[config.mk]
export PLATFORM = sky130hd
export DESIGN_NAME = pattern_sequence_trigger_timing
export DESIGN_NICKNAME = d
export VERILOG_FILES = /design/src/rtl/pattern_sequence_trigger_timing.v
export VERILOG_INCLUDE_DIRS = /design/src /design/src/rtl
export SDC_FILE = /design/constraint.sdc
export NUM_CORES = 1
export LEC_CHECK = 0
export BUFFER_PORTS_ARGS = -buffer_cell sky130_fd_sc_hd__buf_2
export CAP_MARGIN = 20
export CORE_MARGIN = 4
export CORE_UTILIZATION = 54
export CTS_BUF_LIST = sky130_fd_sc_hd__clkbuf_16
export DETAILED_ROUTE_END_ITERATION = 12
export GPL_TIMING_DRIVEN = 0
export PLACE_DENSITY = 0.84
export SLEW_MARGIN = 20
export SYNTH_ARGS = -nofsm -noshare
export SYNTH_HDL_FRONTEND = slang
export SYNTH_SLANG_ARGS = --single-unit
[constraint.sdc]
create_clock -name i_mclk -period 3.05 [get_ports i_mclk]
set_input_delay 0 -clock i_mclk [delete_from_list [all_inputs] [get_ports i_mclk]]
set_output_delay 0 -clock i_mclk [all_outputs]
set_load 0.01 [all_outputs]
[src/rtl/pattern_seq_defines.vh]
// Constants for the pattern sequence timing and trigger block.
// Assumes a 200 MHz system clock; included by the block's design file.
`ifndef PATTERN_SEQ_DEFINES_VH
`define PATTERN_SEQ_DEFINES_VH
`define CLK_MHZ           200
`define US_CYCLES         (`CLK_MHZ)
`define MAX_IMAGES        64
`define IMG_IDX_W         6
`define IMG_DEPTH_BITS    24
`define TIME_W            24
`define LIST_LEN          8
`define LIST_IDX_W        3
`define SRC_FLASH         1'b0
`define SRC_VIDEO         1'b1
`define TMODE_INT_EXT     1'b0
`define TMODE_VSYNC       1'b1
`define PTRIG_INTERNAL    1'b0
`define PTRIG_EXTERNAL    1'b1
`endif

[src/rtl/pattern_sequence_trigger_timing.v]
// Pattern sequence timing and trigger logic: steps an ordered pattern list,
// timing exposure and period in microseconds from a divided system clock.
// Assumes configuration inputs are static while running; pins are asynchronous.
//
// Operation
// RULE_01: The pattern source image index selects one of at most sixty-four stored 24-bit images.
// RULE_02: The outside system drives only one of the two video interfaces while video is the source.
// RULE_03: In internal/external mode the sequence starts on the internal period or runs while the run input is high.
// RULE_04: Each list entry carries its own internal or external trigger selection.
// RULE_05: An internally triggered entry is advanced to when the internal period elapses.
// RULE_06: An externally triggered entry is advanced to on a rising edge of the advance input.
// RULE_07: In frame-sync mode the sequence begins on the frame-sync edge.
// RULE_08: After each frame-sync the listed patterns are shown one after another in order.
// RULE_09: In frame-sync mode each pattern is shown for exactly the exposure time.
// RULE_10: The configuring party keeps pattern count times exposure within the frame-sync period.
// RULE_11: The exposure setting is held in microseconds and sets how long a pattern is shown.
// RULE_12: The period setting is held in microseconds and sets start-to-start spacing.
// RULE_13: The configuring party keeps the period at least 230 us above the exposure.
// RULE_14: With the video port as source the frame-sync edge is always the trigger and takes a new frame.
// RULE_15: The list is played once then stops, or repeated continuously.
// RULE_16: A video source supplies 912 by 1140 pixel frames.
// RULE_17: A one-microsecond tick times exposure and period with counters reloaded at each pattern start.
`timescale 1ns/1ps
`include "pattern_seq_defines.vh"

module pattern_sequence_trigger_timing #(
  parameter N      = `LIST_LEN,
  parameter IW     = `LIST_IDX_W,
  parameter TW     = `TIME_W
) (
  // Clock and reset
  input  wire              i_mclk,
  input  wire              i_rst,
  // Configuration
  input  wire              i_source_video,
  input  wire              i_trig_mode_vsync,
  input  wire              i_repeat,
  input  wire [IW-1:0]     i_last_index,
  input  wire [TW-1:0]     i_exposure_us,
  input  wire [TW-1:0]     i_period_us,
  input  wire [N-1:0]      i_entry_ext_trig,
  input  wire [N*6-1:0]    i_entry_image,
  input  wire              i_start,
  // Pins
  input  wire              i_sequence_run_input,
  input  wire              i_pattern_advance_input,
  input  wire              i_vsync,
  // Outputs
  output reg               o_running,
  output reg               o_pattern_on,
  output reg  [IW-1:0]     o_pattern_index,
  output reg  [5:0]        o_image_index,
  output reg               o_frame_take,
  output reg               o_pattern_start
);

  localparam ST_IDLE = 2'd0;
  localparam ST_WAIT = 2'd1;
  localparam ST_SHOW = 2'd2;
  localparam [7:0] US_DIV = `US_CYCLES;

  //////////////////////////////////////////////////////////////////////////////
  // Pin synchronisers; only the second stage is read by logic.
  reg [1:0] run_sync_ff;
  reg [1:0] adv_sync_ff;
  reg [1:0] vs_sync_ff;
  reg       adv_d_ff;
  reg       vs_d_ff;
  always @(posedge i_mclk) begin
    if (i_rst) begin
      run_sync_ff <= 2'b00;
      adv_sync_ff <= 2'b00;
      vs_sync_ff  <= 2'b00;
      adv_d_ff    <= 1'b0;
      vs_d_ff     <= 1'b0;
    end else begin
      run_sync_ff <= {run_sync_ff[0], i_sequence_run_input};
      adv_sync_ff <= {adv_sync_ff[0], i_pattern_advance_input};
      vs_sync_ff  <= {vs_sync_ff[0], i_vsync};
      adv_d_ff    <= adv_sync_ff[1];
      vs_d_ff     <= vs_sync_ff[1];
    end
  end
  wire run_lvl  = run_sync_ff[1];
  wire adv_rise = adv_sync_ff[1] & ~adv_d_ff;
  wire vs_rise  = vs_sync_ff[1] & ~vs_d_ff;

  //////////////////////////////////////////////////////////////////////////////
  // Microsecond tick; it restarts with each pattern so timing is exact to the clock cycle.
  reg  [7:0] div_ff;
  reg        restart;
  wire       tick = (div_ff == US_DIV - 8'd1);
  always @(posedge i_mclk) begin
    if (i_rst || restart)
      div_ff <= 8'h00;
    else if (tick)
      div_ff <= 8'h00;
    else
      div_ff <= div_ff + 8'h01;                                       // RULE_17
  end

  //////////////////////////////////////////////////////////////////////////////
  // Sequencer state and timing registers.
  reg [1:0]    st_ff;
  reg [TW-1:0] exp_cnt_ff;
  reg [TW-1:0] per_cnt_ff;
  reg          per_done_ff;
  reg          adv_pend_ff;

  //////////////////////////////////////////////////////////////////////////////
  // Step decisions.
  wire          video_mode = i_source_video | i_trig_mode_vsync;                  // RULE_14
  wire          idle       = (st_ff == ST_IDLE);
  wire          last       = (o_pattern_index == i_last_index);
  wire [IW-1:0] nxt_idx    = last ? {IW{1'b0}} : o_pattern_index + {{(IW-1){1'b0}}, 1'b1};
  wire          nxt_ext    = (i_entry_ext_trig[nxt_idx] == `PTRIG_EXTERNAL);      // RULE_04
  wire          wrap_stop  = last & ~i_repeat & ~video_mode;                       // RULE_15

  // The period ends in the cycle of its last tick, so that the next start lands
  // exactly one period after the one before rather than one cycle late.
  wire          per_end    = tick & (per_cnt_ff == {{(TW-1){1'b0}}, 1'b1});       // RULE_17
  wire          per_over   = per_done_ff | per_end;                               // RULE_12
  wire          exp_end    = tick & (exp_cnt_ff == {{(TW-1){1'b0}}, 1'b1});       // RULE_11

  // Starts and frame restarts.
  wire          ie_start   = idle & i_start & ~video_mode & run_lvl;              // RULE_03
  wire          vid_start  = idle & i_start & video_mode & vs_rise;               // RULE_07
  wire          vid_resync = ~idle & video_mode & vs_rise;                        // RULE_07 RULE_14

  // Outside frame-sync use, an entry's trigger type decides how the step into it is released
  // and a low run level holds the list on its current entry.
  wire          go_next    = video_mode ? per_over :                              // RULE_08
                             nxt_ext ? (per_over & adv_pend_ff & run_lvl) :       // RULE_06 RULE_03
                             (per_over & run_lvl);                                // RULE_05 RULE_03

  // Frame-sync stops at the last entry and waits for the next frame edge.
  wire          step       = ~idle & go_next & ~wrap_stop & ~(video_mode & last); // RULE_08
  wire          stop       = ~idle & per_over & wrap_stop;                        // RULE_15

  // Frame-sync restarts from the head of the list on every frame.
  wire [IW-1:0] start_idx  = (idle | vid_resync) ? {IW{1'b0}} : nxt_idx;          // RULE_07

  always @* begin
    restart = 1'b0;
    if (ie_start || vid_start)
      restart = 1'b1;
    if (vid_resync || step)
      restart = 1'b1;
  end

  //////////////////////////////////////////////////////////////////////////////
  // Exposure and period counters; both reload at every pattern start.
  // They stop at zero, so a list held by a low run level cannot wrap them.
  always @(posedge i_mclk) begin
    if (i_rst) begin
      exp_cnt_ff  <= {TW{1'b0}};
      per_cnt_ff  <= {TW{1'b0}};
      per_done_ff <= 1'b0;
    end else if (restart) begin
      exp_cnt_ff  <= i_exposure_us;                                       // RULE_11 RULE_17
      per_cnt_ff  <= video_mode ? i_exposure_us : i_period_us;            // RULE_09 RULE_12
      per_done_ff <= 1'b0;
    end else if (tick) begin
      if (exp_cnt_ff != {TW{1'b0}})
        exp_cnt_ff <= exp_cnt_ff - {{(TW-1){1'b0}}, 1'b1};
      if (per_cnt_ff != {TW{1'b0}})
        per_cnt_ff <= per_cnt_ff - {{(TW-1){1'b0}}, 1'b1};
      if (per_end)
        per_done_ff <= 1'b1;                                              // RULE_12
    end
  end

  //////////////////////////////////////////////////////////////////////////////
  // Advance latch and one-cycle pulses.
  // Only one advance is remembered; an edge that meets a start is kept for the
  // next step, so a fast external trigger is never lost.
  always @(posedge i_mclk) begin
    if (i_rst) begin
      adv_pend_ff     <= 1'b0;
      o_pattern_start <= 1'b0;
      o_frame_take    <= 1'b0;
    end else begin
      o_pattern_start <= restart;                                         // RULE_17
      o_frame_take    <= vid_start | vid_resync;                          // RULE_14
      if (adv_rise)
        adv_pend_ff <= 1'b1;                                              // RULE_06
      else if (restart)
        adv_pend_ff <= 1'b0;
    end
  end

  //////////////////////////////////////////////////////////////////////////////
  // Sequencer state and displayed entry.
  always @(posedge i_mclk) begin
    if (i_rst) begin
      st_ff           <= ST_IDLE;
      o_running       <= 1'b0;
      o_pattern_on    <= 1'b0;
      o_pattern_index <= {IW{1'b0}};
      o_image_index   <= 6'h00;
    end else if (restart) begin
      st_ff           <= ST_SHOW;
      o_running       <= 1'b1;
      o_pattern_on    <= 1'b1;                                            // RULE_11
      o_pattern_index <= start_idx;                                       // RULE_07 RULE_08
      o_image_index   <= i_entry_image[start_idx*6 +: 6];                 // RULE_01
    end else begin
      case (st_ff)
        ST_IDLE: begin
          o_running    <= 1'b0;
          o_pattern_on <= 1'b0;
        end
        ST_SHOW, ST_WAIT: begin
          if (exp_end)
            o_pattern_on <= 1'b0;                                         // RULE_09 RULE_11
          if (per_end)
            st_ff <= ST_WAIT;
          if (stop)
            st_ff <= ST_IDLE;                                             // RULE_15
        end
        default: begin
          st_ff <= ST_IDLE;
        end
      endcase
    end
  end

endmodule // pattern_sequence_trigger_timing
# [Word level (Yosys, flattened, before mapping)]
# Index checks and enable logic that the tools add are counted.
[word_totals] mem_bits_rw=0 ff_bits=81 memories=0 elab_cells=115 output_inout_bits=13 inputBits=116 latchBits=0 romBits=0
[classes] n_reduce_logical=21 n_bitwise=33 n_eq_ne=10 n_addsub=4 muxes=26 div=0 magnitude_cmp=1 mul=1 n_shift=1
[op_table] operator="$mux W24" n=7
[op_table] operator="$eq A24 B1 Y1 const B" n=2
[op_table] operator="$reduce_bool A24 Y1" n=2
[op_table] operator="$shiftx A48 B7 Y6" n=1
[op_table] operator="$sub A24 B1 Y24 const B" n=2
[op_table] operator="$and A1 B1 Y1" n=22
[op_table] operator="$reduce_and A2 Y1" n=6
[op_table] operator="$mux W1" n=11
[op_table] operator="$reduce_bool A2 Y1" n=5
[op_table] operator="$add A8 B1 Y8 const B" n=1
[op_table] operator="$eq A8 B8 Y1 const B" n=1
[op_table] operator="$not A1 Y1" n=7
[op_table] operator="$mux W2" n=3
[op_table] operator="$mux W3" n=2
[op_table] operator="$ne A3 B3 Y1 const B" n=2
[op_table] operator="$reduce_or A2 Y1" n=3
[op_table] operator="$mul A3 B2 Y5 const B" n=1
[op_table] operator="$lt A3 B4 Y1 const B" n=1
[op_table] operator="$ne A4 B4 Y1 const B" n=1
[op_table] operator="$or A1 B1 Y1" n=4
[op_table] operator="$pmux W2 S2" n=1
[op_table] operator="$add A3 B1 Y3 const B" n=1
[op_table] operator="$bmux W1 S3" n=1
[op_table] operator="$eq A3 B3 Y1" n=1
[op_table] operator="7 further kinds" n=9

# [Logic depth before layout (Yosys ltp)]
# Gate-level depths: netlist of the first run.
[logic_depth] depth_word=14 depth_mapped=10

# [Worst setup path after synthesis of the first run]
# OpenSTA, ideal clock, no wires.
[synth_path] path_type="reg-to-reg" start="reg o_pattern_index[0]" end="reg per_cnt_ff[8]" arrival_ps=2421 path_slack_ps=496 path_stages_with_launch=11 n_path_buf=3 cell_sequence="dfxtp_1 -> ha_1 -> buf_2 -> mux4_2 -> nand2_1 -> nand3_1 -> o211a_1 -> buf_2 -> clkbuf_2 -> a2111oi_2 -> a211oi_2"
[synth_via] elab_chain_cells=13 word_cells_on_any_way=21 classes_between="1 x add/sub; 1 x eq/ne; 7 x mux; 8 x bitwise; 4 x reduce/logical"
[synth_lines] item="start: declaration" line_no="pattern_sequence_trigger_timing.v:51" text="output reg [IW-1:0] o_pattern_index,"
[synth_lines] item="start signal: assignment" line_no="pattern_sequence_trigger_timing.v:199" text="o_pattern_index <= {IW{1'b0}};"
[synth_lines] item="start signal: assignment" line_no="pattern_sequence_trigger_timing.v:205" text="o_pattern_index <= start_idx;"
[synth_lines] item="$add A3 B1 Y3 or $eq A3 B3 Y1 (tied branches)" line_no="pattern_sequence_trigger_timing.v:115, pattern_sequence_trigger_timing.v:114"
[synth_lines] item="$mux W3" line_no="pattern_sequence_trigger_timing.v:115" text="wire [IW-1:0] nxt_idx = last ? {IW{1'b0}} : o_pattern_index + {{(IW-1){1'b0}}, 1'b1};"
[synth_lines] item="$bmux W1 S3" line_no="pattern_sequence_trigger_timing.v:116" text="wire nxt_ext = (i_entry_ext_trig[nxt_idx] == `PTRIG_EXTERNAL);"
[synth_lines] item="$mux W1 (implied by the code)" line_no="pattern_sequence_trigger_timing.v:116"
[synth_lines] item="$mux W1" line_no="pattern_sequence_trigger_timing.v:133" text="nxt_ext ? (per_over & adv_pend_ff & run_lvl) :"
[synth_lines] item="$mux W1" line_no="pattern_sequence_trigger_timing.v:132" text="wire go_next = video_mode ? per_over :"
[synth_lines] item="$and A1 B1 Y1 (2 in a row)" line_no="pattern_sequence_trigger_timing.v:137" text="wire step = ~idle & go_next & ~wrap_stop & ~(video_mode & last);"
[synth_lines] item="$and A1 B1 Y1 (*)" line_no="pattern_sequence_trigger_timing.v:137"
[synth_lines] item="$logic_or A1 B1 Y1 (*)" line_no="pattern_sequence_trigger_timing.v:147" text="if (vid_resync || step)"
[synth_lines] item="$mux W1 (*)" line_no="pattern_sequence_trigger_timing.v:147"
[synth_lines] item="$reduce_bool A2 Y1 (no line)"
[synth_lines] item="$reduce_and A2 Y1 (no line)"
[synth_lines] item="end signal: assignment" line_no="pattern_sequence_trigger_timing.v:157" text="per_cnt_ff <= {TW{1'b0}};"
[synth_lines] item="end signal: assignment" line_no="pattern_sequence_trigger_timing.v:161" text="per_cnt_ff <= video_mode ? i_exposure_us : i_period_us;"
[synth_lines] item="end signal: assignment" line_no="pattern_sequence_trigger_timing.v:167" text="per_cnt_ff <= per_cnt_ff - {{(TW-1){1'b0}}, 1'b1};"
[synth_lines] item="end: declaration" line_no="pattern_sequence_trigger_timing.v:106" text="reg [TW-1:0] per_cnt_ff;"
# Mark *: on every way between the ends. The rest lies on a longest branch, timed or not. The select of a mux whose other input is x is not followed.
# A chain may end at the register's enable or synchronous reset.

# [Final worst setup path of the first run]
[layout_path] start="reg o_pattern_index[0]" end="reg per_cnt_ff[7]"
# The elaborated chain is that of the path after synthesis.

==> summary.md, run 1 <==
| Metric | Value |
|---|---|
| Row count | 35 |
| P per Cell Area | ~430 nW/um^2 |
| Worst r2r src | o_pattern_index[0] |
| Avg Vias per Cell | 6.33 |
| Antenna viol nets, final | 0 |
| Gate Count Post-Synth | 600 |
| Slowest stage delay, CP | approximately 0.7 ns |
| Main synth FF type | dfxtp_1 |
| Die Wd | roughly 110 um |
| Worst hold start | i_exposure_us[11] |
| Synth Warn # | 0 |
| Post-Syn Area per Cell | 8.70 um^2 |
| Area grow syn2layout | 22.2% |
| Crit path capture | per_cnt_ff[7] |
| Critical Path Source | o_pattern_index[0] |
| Slew headroom | 47.7% |
| Critical Path, Cell by Cell | ha_1 > buf_2 > mux4_2 > nand2_1 > nand3_1 > o211a_1 > buf_2 > a2111oi_0 > a311oi_1 |
| Post-CTS setup buffers | 0 |
| TritonCTS Buffers | 9 |
| FMAX | ~340 MHz |
| Most frequent cells in the layout | 135 x buf_2, 81 x dfxtp_1, 41 x nor3_1 |
| R2r setup slk | around 0.15 ns |
| Mapped Area | about 5200 um^2 |
| Final Max Slew Viols | 0 |
| Post-route clock skew | approximately 0.013 ns |
| Max Buffers Root-to-Sink | 2 |
| Netlist cell types | a little under 70 |
| Total Wirelength | approximately 17 mm |
| Crit path launch type | flop |
| Seq cells post-synth | 81 |
| Dominant cell type by area after synthesis | dfxtp_1 |
| GRT Total Usage | 29.2% |
| Fillers | roughly 770 |
| Worst skew pair latency | around 0.34 ns |
| Critical Path Fanout Max | 10 |
| CP arrival | approximately 3.1 ns |
| Final setup violation count | 0 |
| FF-to-FF path depth | 9 |
| Dpl hpwl | 12.9 mm |
| First-pass GRT wire length | 26.4 mm |
| # IOs | between 100 and 150 |
| Top post-synthesis cells by area | dfxtp_1 31%, xnor2_1 6.2%, a211oi_1 4.0%, nor3_1 3.9%, o21ai_0 3.4% |
| Place WS | about 0.14 ns |
| CP max-delay cell | a2111oi_0 |
| Post-synth top area share | between 30% and 40% |
| Commonest non-fill, non-tap cell in the layout | buf_2 |
| Cell mode on critical path | buf_2 |
| CTS tree | done |
| Number of synthesized flops with an enable pin | 0 |
| Seq/Total Area, Yosys | approximately 31% |
| Layout cells sized above 1 | between 20% and 30% |
| Root buffer cell | clkbuf_16 |
| Port Buf Inserts | around 130 |
| RD Place Congestion | a little under 1 |
| Maxcap violations | 0 |
| Initial Utilization | between 50% and 60% |
| Worst min path class | primary input to flop |
| Final hold viol count | 0 |
| Tmin final | 2.90 ns |
| 1st-iter DRT viols | between 500 and 600 |
| Gr ovfl total | 0 |
| Leakage | between 2 and 2.5 nW |
| Worst path buffer plus inverter count | 2 |
| Final period util | between 90% and 100% |
| Syn_nets | 724 |
| Routed length per instance | around 19 um |
| Pin count of the biggest net entering global routing | 14 |
| CTS clk-pin slew, worst paths | about 0.06 ns |
| Vias in the first global route | about 5,400 |
| # clock sinks | 81 |
| Critical path class | flop to flop |
| RSZ-0062 raised after global routing | true |
| Antenna Cells | 0 |
| CP top delay family | compound AO/OA/AOI/OAI gates |
| Critical Path RT | roughly 3.2 ns |
| CP Depth | 9 |
| Peak VDD IR | 0.279 mV |
| H-Tree Depth | 3 |
| Core Area | roughly 9300 um^2 |
| Residual DRC count | 0 |
| Ys async rst share | 0% |
| Total design power | 2.73 mW |
| Iteration count of the initial detailed-routing pass | 6 |
| Post-Place Cells | 856 |
| Nets | between 800 and 900 |
| Initial antenna violation count | 0 |
| Die footprint | between 10,000 and 15,000 um^2 |
| Final WS setup | about 0.15 ns |
| Outcome | finished, final reports clean |
| R2r endpoint | per_cnt_ff[7] |
| Vias | 5,560 |
| Non-Filler Instances | approximately 900 |
| Die H | between 100 and 150 um |
| Critical path capture point type | flop |
| Worst-Margin Slew | 0.780 ns |
==> stage by stage <==
step	hold WS (ns)	setup TNS, ns	util, %	area, um^2
6_report	0.0110	0	68.3	6370
2_1_floorplan	0.128	0	-	5220
3_5_place_dp	0.222	0	64.5	6010
3_3_place_gp	0.220	0	64.5	6010
4_1_cts	0.0122	0	68.2	6360
5_1_grt	0.0194	-0.00287	68.3	6370
==> kinds of logic after synthesis <==
family / after synthesis / share of synthesized area (%)
simple gates: 221 / 25.1
compound gates: 171 / 25.4
flops: 81 / 31.1
buf+inv: 54 / 4.82
xor+xnor: 48 / 8.06
mux: 17 / 3.55
fa+ha+maj: 8 / 1.92
==> registers in the layout, summed over array words and instances (netlist names), 2 cells and up <==
signal,cells
adv_sync_ff,2
run_sync_ff,2
per_cnt_ff,24
o_image_index,6
st_ff,2
div_ff,8
exp_cnt_ff,24
o_pattern_index,3
vs_sync_ff,2
==> layout make-up <==
| class | count | area, um^2 | area share (%) |
|---|---|---|---|
| inverter | 14 | 52.6 | 0.824 |
| clock buffer | 9 | 225 | 3.53 |
| buffer | 40 | 201 | 3.16 |
| timing repair buffer | 133 | 696 | 10.9 |
| clock inverter | 7 | 63.8 | 1.00 |
| tap | 129 | 161 | 2.53 |
| sequential | 81 | 1620 | 25.4 |
| multi-input combinational | 465 | 3350 | 52.6 |
==> what timing repair did <==
item / in CTS / in global routing
hold buffers: 6 / 0
setup endpoints to repair: 0 / 30
endpoints found under the hold margin: 6 / 0
resized for setup: 0 / 6
==> how the worst min path moves through the flow <==
stage | endpoint | slack (ns) | cells past startpoint
after floorplan | adv_sync_ff[0] | 0.13 | 1
after global placement | run_sync_ff[0] | 0.22 | 2
after detailed placement | run_sync_ff[0] | 0.22 | 2
after CTS | exp_cnt_ff[11] | 0.01 | 3
after global routing | exp_cnt_ff[11] | 0.02 | 3
final | exp_cnt_ff[11] | 0.01 | 3
==> cell usage after synthesis (7+ instances only) <==
| cell | count |
|---|---|
| nor2b_1 | 16 |
| o21ai_0 | 35 |
| ha_1 | 8 |
| a311oi_1 | 9 |
| buf_2 | 8 |
| a21oi_1 | 22 |
| or3_1 | 13 |
| or4_1 | 7 |
| xnor2_1 | 37 |
| dfxtp_1 | 81 |
| a41o_1 | 9 |
| nor4_1 | 12 |
| clkbuf_1 | 24 |
| nor3_1 | 41 |
| inv_1 | 14 |
| nor2_1 | 22 |
| nand3_1 | 18 |
| a211oi_1 | 28 |
| xor2_1 | 11 |
| and2_1 | 19 |
| nand2_1 | 31 |
| mux2i_1 | 14 |
| a2111oi_2 | 11 |
| a31oi_1 | 8 |
==> worst register-to-register path, stage by stage (launching register included) <==
cell and delay [ns]:
dfxtp_1 0.38, ha_1 0.30, buf_2 0.23, mux4_2 0.54, nand2_1 0.08, nand3_1 0.10, o211a_1 0.15, buf_2 0.18
a2111oi_0 0.69, a311oi_1 0.10
==> routing by layer <==
layer / routed length, um / track usage, % / part of all wire [%] / vias to the layer above
met5: 0 / 0 / 0 / -
met4: 531 / 10.9 / 3.1 / 0
met3: 1990 / 7.23 / 12 / 44
met2: 7750 / 49.0 / 46 / 355
met1: 6620 / 36.2 / 39 / 2593
li1: - / - / - / 2568
==> where the power goes <==
part	leakage [nW]	switching [mW]	internal, mW
registers	0.658	0.0378	1.10
clock network	0.138	0.434	0.625
logic	1.65	0.309	0.223
total	2.45	0.781	1.95
Note: power is estimated with default switching activity, not from simulation.
==> run 2: changes to the inputs <==
--- a/config.mk
+++ b/config.mk
@@ -8,8 +8,10 @@
 export LEC_CHECK = 0
 export BUFFER_PORTS_ARGS = -buffer_cell sky130_fd_sc_hd__buf_2
 export CAP_MARGIN = 20
+export CELL_PAD_IN_SITES_DETAIL_PLACEMENT = 1
+export CELL_PAD_IN_SITES_GLOBAL_PLACEMENT = 2
 export CORE_MARGIN = 4
-export CORE_UTILIZATION = 54
+export CORE_UTILIZATION = 32
 export CTS_BUF_LIST = sky130_fd_sc_hd__clkbuf_16
 export DETAILED_ROUTE_END_ITERATION = 12
 export GPL_TIMING_DRIVEN = 0
==> run 2 against run 1 <==
Compared with the run above: setup slack improved by 0.035 ns; via count is 2.7% lower; sequential share of layout area fell by 0.55 points; largest power group unchanged; flip-flop and latch count unchanged; critical endpoint is now per_cnt_ff[21]; highest routed layer unchanged; hold slack better by 0.025 ns; fmax rose by 1.2%; non-clock buffer count is 4 higher; total power is 1.9% higher; core utilization decreased by 27 points; cell area increased by 2.2%; clock skew down 0.0066 ns.
==> summary.md, run 2 (synthesis gave the netlist of run 1 again) <==
| Metric | Value |
|---|---|
| Critical Path RT | 3.25 ns (was 3.24 ns) |
| Total Wirelength | 19.7 mm (was 16.9 mm) |
| Final period util | 94.1% (was 95.2%) |
| Worst min path class | primary input to flop (unchanged) |
| Critical path class | flop to flop (unchanged) |
| Pint | 1.95 mW (about the same) |
| Nets | 872 (was 868) |
| Peak VDD IR | 0.274 mV (was 0.279 mV) |
| # clock sinks | 81 (unchanged) |
| GRT Total Usage | 21.2% (was 29.2%) |
| Avg Vias per Cell | 5.58 (was 6.33) |
| FMAX | 349 MHz (was 344 MHz) |
| Critical Path, Cell by Cell | ha_1 > buf_2 > mux4_2 > nand2_1 > nand3_1 > o211a_1 > buf_2 > buf_2 > a2111oi_2 > a211oi_1 (was ha_1 > buf_2 > mux4_2 > nand2_1 > nand3_1 > o211a_1 > buf_2 > a2111oi_0 > a311oi_1) |
| Max Buffers Root-to-Sink | 2 (unchanged) |
| Row count | 46 (was 35) |
| Commonest non-fill, non-tap cell in the layout | buf_2 (unchanged) |
| Combinational Power Share | 20.0% (was 19.5%) |
| Antenna viol nets, final | 0 (unchanged) |
| Root buffer cell | clkbuf_16 (unchanged) |
| Clock power share | 39.2% (was 38.8%) |
| CP top delay family | compound AO/OA/AOI/OAI gates (unchanged) |
| Final setup violation count | 0 (unchanged) |
| Biggest regs | exp_cnt_ff (24), per_cnt_ff (24), div_ff (8) (unchanged) |
| Placed cell area | 6120 um^2 (was 6010 um^2) |
| Fin util | 40.9% (was 68.3%) |
| TritonCTS Buffers | 9 (unchanged) |
| P_sw | 0.830 mW (was 0.781 mW) |
| Critical path capture point type | flop (unchanged) |
| RSZ-0062 raised after global routing | false (was true) |
| Tmin final | 2.87 ns (was 2.90 ns) |
| Hold slack | 0.0359 ns (was 0.0110 ns) |
| Switching share of power | 29.9% (was 28.6%) |
| Post-Place Cells | 943 (was 856) |
| Pin count of the biggest net entering global routing | 14 (unchanged) |
| Area grow syn2layout | 24.9% (was 22.2%) |
| First-pass GRT wire length | 30.3 mm (was 26.4 mm) |
| Worst path buffer plus inverter count | 3 (was 2) |
| Iteration count of the initial detailed-routing pass | 4 (was 6) |
| Leakage | 2.47 nW (was 2.45 nW) |
| Gr ovfl total | 0 (unchanged) |
| CP arrival | 3.07 ns (was 3.09 ns) |
| Maxcap violations | 0 (unchanged) |
| Initial antenna violation count | 0 (unchanged) |
| Vias | 5,409 (was 5,560) |
| Worst skew pair latency | 0.35 ns (was 0.34 ns) |
| P per Cell Area | 427 nW/um^2 (was 428 nW/um^2) |
| Die H | 136 um (was 106 um) |
| Die Wd | 136 um (was 106 um) |
| CTS tree | done (unchanged) |
| Final Max Slew Viols | 0 (unchanged) |
| Crit path launch type | flop (unchanged) |
| Final Cell Area | 6520 um^2 (was 6370 um^2) |
| 1st-iter DRT viols | 267 (was 502) |
| Layout cells sized above 1 | 26.7% (was 26.3%) |
| Vias in the first global route | 5,642 (was 5,360) |
| Slowest stage delay, CP | 0.52 ns (was 0.69 ns) |
| CP max-delay cell | mux4_2 (was a2111oi_0) |
| Post-route clock skew | 0.00606 ns (was 0.0127 ns) |
| CTS clk-pin slew, worst paths | 0.06 ns (about the same) |
| Dpl hpwl | 15.6 mm (was 12.9 mm) |
| Flop pwr share | 40.9% (was 41.7%) |
| Cell mode on critical path | buf_2 (unchanged) |
| Critical Path Fanout Max | 10 (unchanged) |
| Port Buf Inserts | 127 (unchanged) |
| Outcome | finished, final reports clean (unchanged) |
| Slew headroom | 46.6% (was 47.7%) |
| Final hold viol count | 0 (unchanged) |
| # IOs | 129 (unchanged) |
| Most frequent cells in the layout | 136 x buf_2, 81 x dfxtp_1, 41 x nor3_1 (was 135 x buf_2, 81 x dfxtp_1, 41 x nor3_1) |
| Non-Filler Instances | 969 (was 878) |
| Worst-Margin Slew | 0.796 ns (was 0.780 ns) |
| Final WS setup | 0.181 ns (was 0.146 ns) |
| H-Tree Depth | 3 (unchanged) |
| Core Area | 15,900 um^2 (was 9330 um^2) |
| Routed length per instance | 20.3 um (was 19.2 um) |
| Place WS | -0.0467 ns (was 0.143 ns) |
| Residual DRC count | 0 (unchanged) |
| Die footprint | 18,400 um^2 (was 11,300 um^2) |
| RD Place Congestion | 0.906 (was 0.989) |
| Antenna Cells | 0 (unchanged) |
| Initial Utilization | 32.7% (was 55.9%) |
## run 2: power groups by stage
stage | clock, mW | combinational, mW | sequential (mW)
finish | 1.09 | 0.555 | 1.14
global route | 1.15 | 0.604 | 1.14
CTS | 1.10 | 0.548 | 1.14
detailed placement | 0 | 0.537 | 1.16
global placement | 0 | 0.526 | 1.16
floorplan | 0 | 0.333 | 1.15
## run 2: per-stage QoR
step / TNS [ns] / power, mW
after global placement: 0 / 1.68
after global routing: 0 / 2.90
after CTS: 0 / 2.79
after floorplan: 0 / 1.48
after detailed placement: -0.0467 / 1.70
final: 0 / 2.78
## run 2: layer usage
| metal | track usage (%) | up-vias | share of wire (%) |
|---|---|---|---|
| met5 | 0 | - | 0 |
| met1 | 26.8 | 2692 | 44 |
| li1 | - | 2568 | - |
| met2 | 36.1 | 126 | 49 |
| met3 | 4.98 | 23 | 5.1 |
| met4 | 6.27 | 0 | 1.8 |
## run 2: path summary, 6_finish.rpt
check	cells past startpoint	slack [ns]	startpoint	endpoint
hold / removal	3	0.04	i_period_us[11]	per_cnt_ff[11]
setup reg to reg	10	0.18	o_pattern_index[0]	per_cnt_ff[21]
setup / recovery	10	0.18	o_pattern_index[0]	per_cnt_ff[21]
hold reg to reg	1	0.43	adv_sync_ff[0]	adv_sync_ff[1]
## run 2: what timing repair did
item | in CTS | in global routing
hold buffers | 8 | 0
gates cloned | 0 | 0
gates resized for setup | 1 | 6
setup buffers | 0 | 2
hold endpoints to repair | 8 | 0
pin swaps | 0 | 0
endpoints found under the setup margin | 2 | 36
## run 2: final cells by class
cell class,instances,area [um^2]
clock buffers,9,225
well taps,216,270
inverters,14,52.6
plain buffers,40,201
multi-input cells,465,3350
clock inverters,7,61.3
fillers,1947,9430
flip-flops and latches,81,1620
repair buffers,137,731
## run 2: worst register-to-register path: stages (launching register included)
cell       delay (ns)
dfxtp_1          0.39
ha_1             0.31
buf_2            0.21
mux4_2           0.52
nand2_1          0.09
nand3_1          0.11
o211a_1          0.16
buf_2            0.18
buf_2            0.24
a2111oi_2        0.43
a211oi_1         0.10
==> run 3: changes to the inputs <==
--- a/config.mk
+++ b/config.mk
@@ -6,16 +6,17 @@
 export SDC_FILE = /design/constraint.sdc
 export NUM_CORES = 1
 export LEC_CHECK = 0
+export ABC_AREA = 1
 export BUFFER_PORTS_ARGS = -buffer_cell sky130_fd_sc_hd__buf_2
 export CAP_MARGIN = 20
 export CELL_PAD_IN_SITES_DETAIL_PLACEMENT = 1
 export CELL_PAD_IN_SITES_GLOBAL_PLACEMENT = 2
 export CORE_MARGIN = 4
-export CORE_UTILIZATION = 32
+export CORE_UTILIZATION = 28
 export CTS_BUF_LIST = sky130_fd_sc_hd__clkbuf_16
 export DETAILED_ROUTE_END_ITERATION = 12
 export GPL_TIMING_DRIVEN = 0
-export PLACE_DENSITY = 0.84
+export PLACE_DENSITY = 0.83
 export SLEW_MARGIN = 20
 export SYNTH_ARGS = -nofsm -noshare
 export SYNTH_HDL_FRONTEND = slang
==> run 3 against run 2 <==
Compared with the run above: routed wire length is 11% higher; clock skew is 0.0061 ns higher; non-clock buffer count is 1 lower; hold slack worse by 0.032 ns; fmax is 7.8% higher; cell area is 4.8% higher; clock power is 7% lower; combinational power is 7.0% higher; register-to-register slack better by 0.21 ns; die area is 19% higher; flip-flop and latch count stayed put; critical path type unchanged; critical endpoint is now exp_cnt_ff[9].
==> summary.md, run 3 <==
| Metric | Value |
|---|---|
| Avg Vias per Cell | 4.74 (was 5.58) |
| Syn_nets | 1,018 (was 724) |
| Final hold viol count | 0 (unchanged) |
| Final Cell Area | 6830 um^2 (was 6520 um^2) |
| Gr ovfl total | 0 (unchanged) |
| Mapped Area | 5490 um^2 (was 5220 um^2) |
| Setup TNS | 0 ns (unchanged) |
| Most frequent cells in the layout | 216 x nand2_1, 149 x nor2_1, 138 x buf_2 (was 136 x buf_2, 81 x dfxtp_1, 41 x nor3_1) |
| Antenna viol nets, final | 0 (unchanged) |
| RSZ-0062 raised after global routing | false (unchanged) |
| Main synth FF type | dfxtp_1 (unchanged) |
| Die H | 148 um (was 136 um) |
| Placed cell area | 6450 um^2 (was 6120 um^2) |
| Tmin final | 2.66 ns (was 2.87 ns) |
| Vias in the first global route | 6,258 (was 5,642) |
| Outcome | finished, final reports clean (unchanged) |
| Initial Utilization | 28.9% (was 32.7%) |
| Pin count of the biggest net entering global routing | 14 (unchanged) |
| Port Buf Inserts | 127 (unchanged) |
| Final period util | 87.3% (was 94.1%) |
| P per Cell Area | 399 nW/um^2 (was 427 nW/um^2) |
| Top post-synthesis cells by area | dfxtp_1 30%, nand2_1 15%, nor2_1 10%, inv_1 7.7%, nand3_1 5.6% (was dfxtp_1 31%, xnor2_1 6.2%, a211oi_1 4.0%, nor3_1 3.9%, o21ai_0 3.4%) |
| Post-Syn Area per Cell | 6.15 um^2 (was 8.70 um^2) |
| Layout cells sized above 1 | 17.1% (was 26.7%) |
| Root buffer cell | clkbuf_16 (unchanged) |
| CTS clk-pin slew, worst paths | 0.07 ns (was 0.06 ns) |
| Crit path launch type | flop (unchanged) |
| Post-synth top area share | 29.5% (was 31.1%) |
| Most common cell in the netlist | nand2_1 (was dfxtp_1) |
| # IOs | 129 (unchanged) |
| 1st-iter DRT viols | 265 (was 267) |
| Post-route clock skew | 0.0122 ns (was 0.00606 ns) |
| TritonCTS Buffers | 9 (unchanged) |
| H-Tree Depth | 3 (unchanged) |
| Final setup violation count | 0 (unchanged) |
| Die Wd | 148 um (was 136 um) |
| Row count | 50 (was 46) |
| Critical Path RT | 3.26 ns (was 3.25 ns) |
| FMAX | 376 MHz (was 349 MHz) |
| Netlist cell types | 40 (was 68) |
| Iteration count of the initial detailed-routing pass | 4 (unchanged) |
| # clock sinks | 81 (unchanged) |
| Dominant cell type by area after synthesis | dfxtp_1 (unchanged) |
| Critical path class | flop to flop (unchanged) |
| Slew headroom | 49.5% (was 46.6%) |
| Number of synthesized flops with an enable pin | 0 (unchanged) |
| Dpl hpwl | 17.3 mm (was 15.6 mm) |
| Critical path capture point type | flop (unchanged) |
| Biggest regs | exp_cnt_ff (24), per_cnt_ff (24), div_ff (8) (unchanged) |
| Total Wirelength | 21.8 mm (was 19.7 mm) |
| Residual DRC count | 0 (unchanged) |
| Worst min path class | primary input to flop (unchanged) |
| Seq cells post-synth | 81 (unchanged) |
| Commonest non-fill, non-tap cell in the layout | nand2_1 (was buf_2) |
| GRT Total Usage | 19.8% (was 21.2%) |
| Seq/Total Area, Yosys | 29.5% (was 31.1%) |
| Gate Count Post-Synth | 894 (was 600) |
| Core Area | 19,000 um^2 (was 15,900 um^2) |
| Max Buffers Root-to-Sink | 2 (unchanged) |
| Nets | 1,167 (was 872) |
| Synth Warn # | 0 (unchanged) |
| Critical Path Fanout Max | 10 (unchanged) |
| Vias | 6,201 (was 5,409) |
| CP arrival | 2.87 ns (was 3.07 ns) |
| Leakage | 3.47 nW (was 2.47 nW) |
| CTS tree | done (unchanged) |
| Worst-Margin Slew | 0.757 ns (was 0.796 ns) |
| Final Max Slew Viols | 0 (unchanged) |
| Die footprint | 21,900 um^2 (was 18,400 um^2) |
| Initial antenna violation count | 1 (was 0) |
| Routed length per instance | 16.6 um (was 20.3 um) |
| RD Place Congestion | 0.844 (was 0.906) |
| Maxcap violations | 0 (unchanged) |
| Post-CTS Resized | 0 (was 1) |
| Ys async rst share | 0% (unchanged) |
| Area grow syn2layout | 24.3% (was 24.9%) |
| Worst skew pair latency | 0.35 ns (about the same) |
| Peak VDD IR | 0.268 mV (was 0.274 mV) |
| Post-synth top cells | 216 x nand2_1, 149 x nor2_1, 112 x inv_1 (was 81 x dfxtp_1, 41 x nor3_1, 37 x xnor2_1) |
| First-pass GRT wire length | 34.1 mm (was 30.3 mm) |
-- run 3: cell types whose count changed in the layout (fill, tap and decap cells not counted), sizes merged, moves of 27 or more --
cell,change
inv,+104
a211oi,-30
nand2,+190
nor2,+130
o21ai,+27
nand3,+46
-- run 3: layer usage --
metal  global-route usage (%)  part of all wire, %  vias to the layer above
met3                     2.89                  3.7                       17
met4                     5.31                  1.6                        0
li1                         -                    -                     3167
met1                     25.7                   45                     2926
met5                        0                    0                        -
met2                     34.5                   49                       91
-- run 3: critical path, stage by stage, from the launching register on --
cell,delay [ns]
dfxtp_1,0.35
ha_1,0.17
nand2_1,0.07
inv_1,0.11
nand4_1,0.18
inv_1,0.24
nand3_1,0.11
inv_1,0.09
o21ai_1,0.08
nor2_1,0.13
nand2_2,0.09
nand2_2,0.16
inv_2,0.12
nand2_1,0.16
buf_2,0.34
o22ai_1,0.13
-- run 3: area by class of cell --
type                       instances  area, um^2
antenna                            1        2.50
buffer                            38         194
clock buffer                       9         225
clock inverter                     7        38.8
fill                            2635       12200
inverter                         117         442
multi-input combinational        658        3240
sequential                        81        1620
tap                              260         325
timing repair buffer             138         746
-- run 3: final timing paths --
path,startpoint,end,slack (ns),depth (start not counted)
setup / recovery,div_ff[0],exp_cnt_ff[9],0.39,15
hold / removal,i_exposure_us[19],exp_cnt_ff[19],0.003,5
setup reg to reg,div_ff[0],exp_cnt_ff[9],0.39,15
hold reg to reg,run_sync_ff[0],run_sync_ff[1],0.41,2
-- run 3: cells by family (layout without fill, tap and decap cells) --
group	count (synthesis)	in the layout	synth area share, %
fa+ha+maj	8	8	1.82
mux	2	2	0.364
other cells	0	1	0
buf+inv	155	309	11.6
simple gates	486	486	38.0
flops	81	81	29.5
compound gates	130	130	13.5
xor+xnor	32	32	5.24
-- run 3: metrics by stage --
step                      worst slack [ns]  power (mW)  util, %  hold slack, ns  instances
after global routing                 0.179        2.88     35.9          0.0331       1309
after detailed placement             0.388        1.73     33.9           0.210       1281
after floorplan                       1.04        1.51        -           0.107        894
after CTS                            0.372        2.75     35.9          0.0113       1308
after global placement               0.455        1.72     33.9           0.208       1281
final                                0.388        2.72     35.9         0.00344       1309
-- run 3: repair_timing --
action,4_1_cts,5_1_grt
hold buffers,11,0
hold endpoints to repair,11,0
setup buffers,0,0
-- run 3: power breakdown --
part           switching, mW  internal (mW)  leakage (nW)
registers             0.0309           1.09         0.657
clock network          0.466          0.542         0.124
logic                  0.368          0.226          2.69
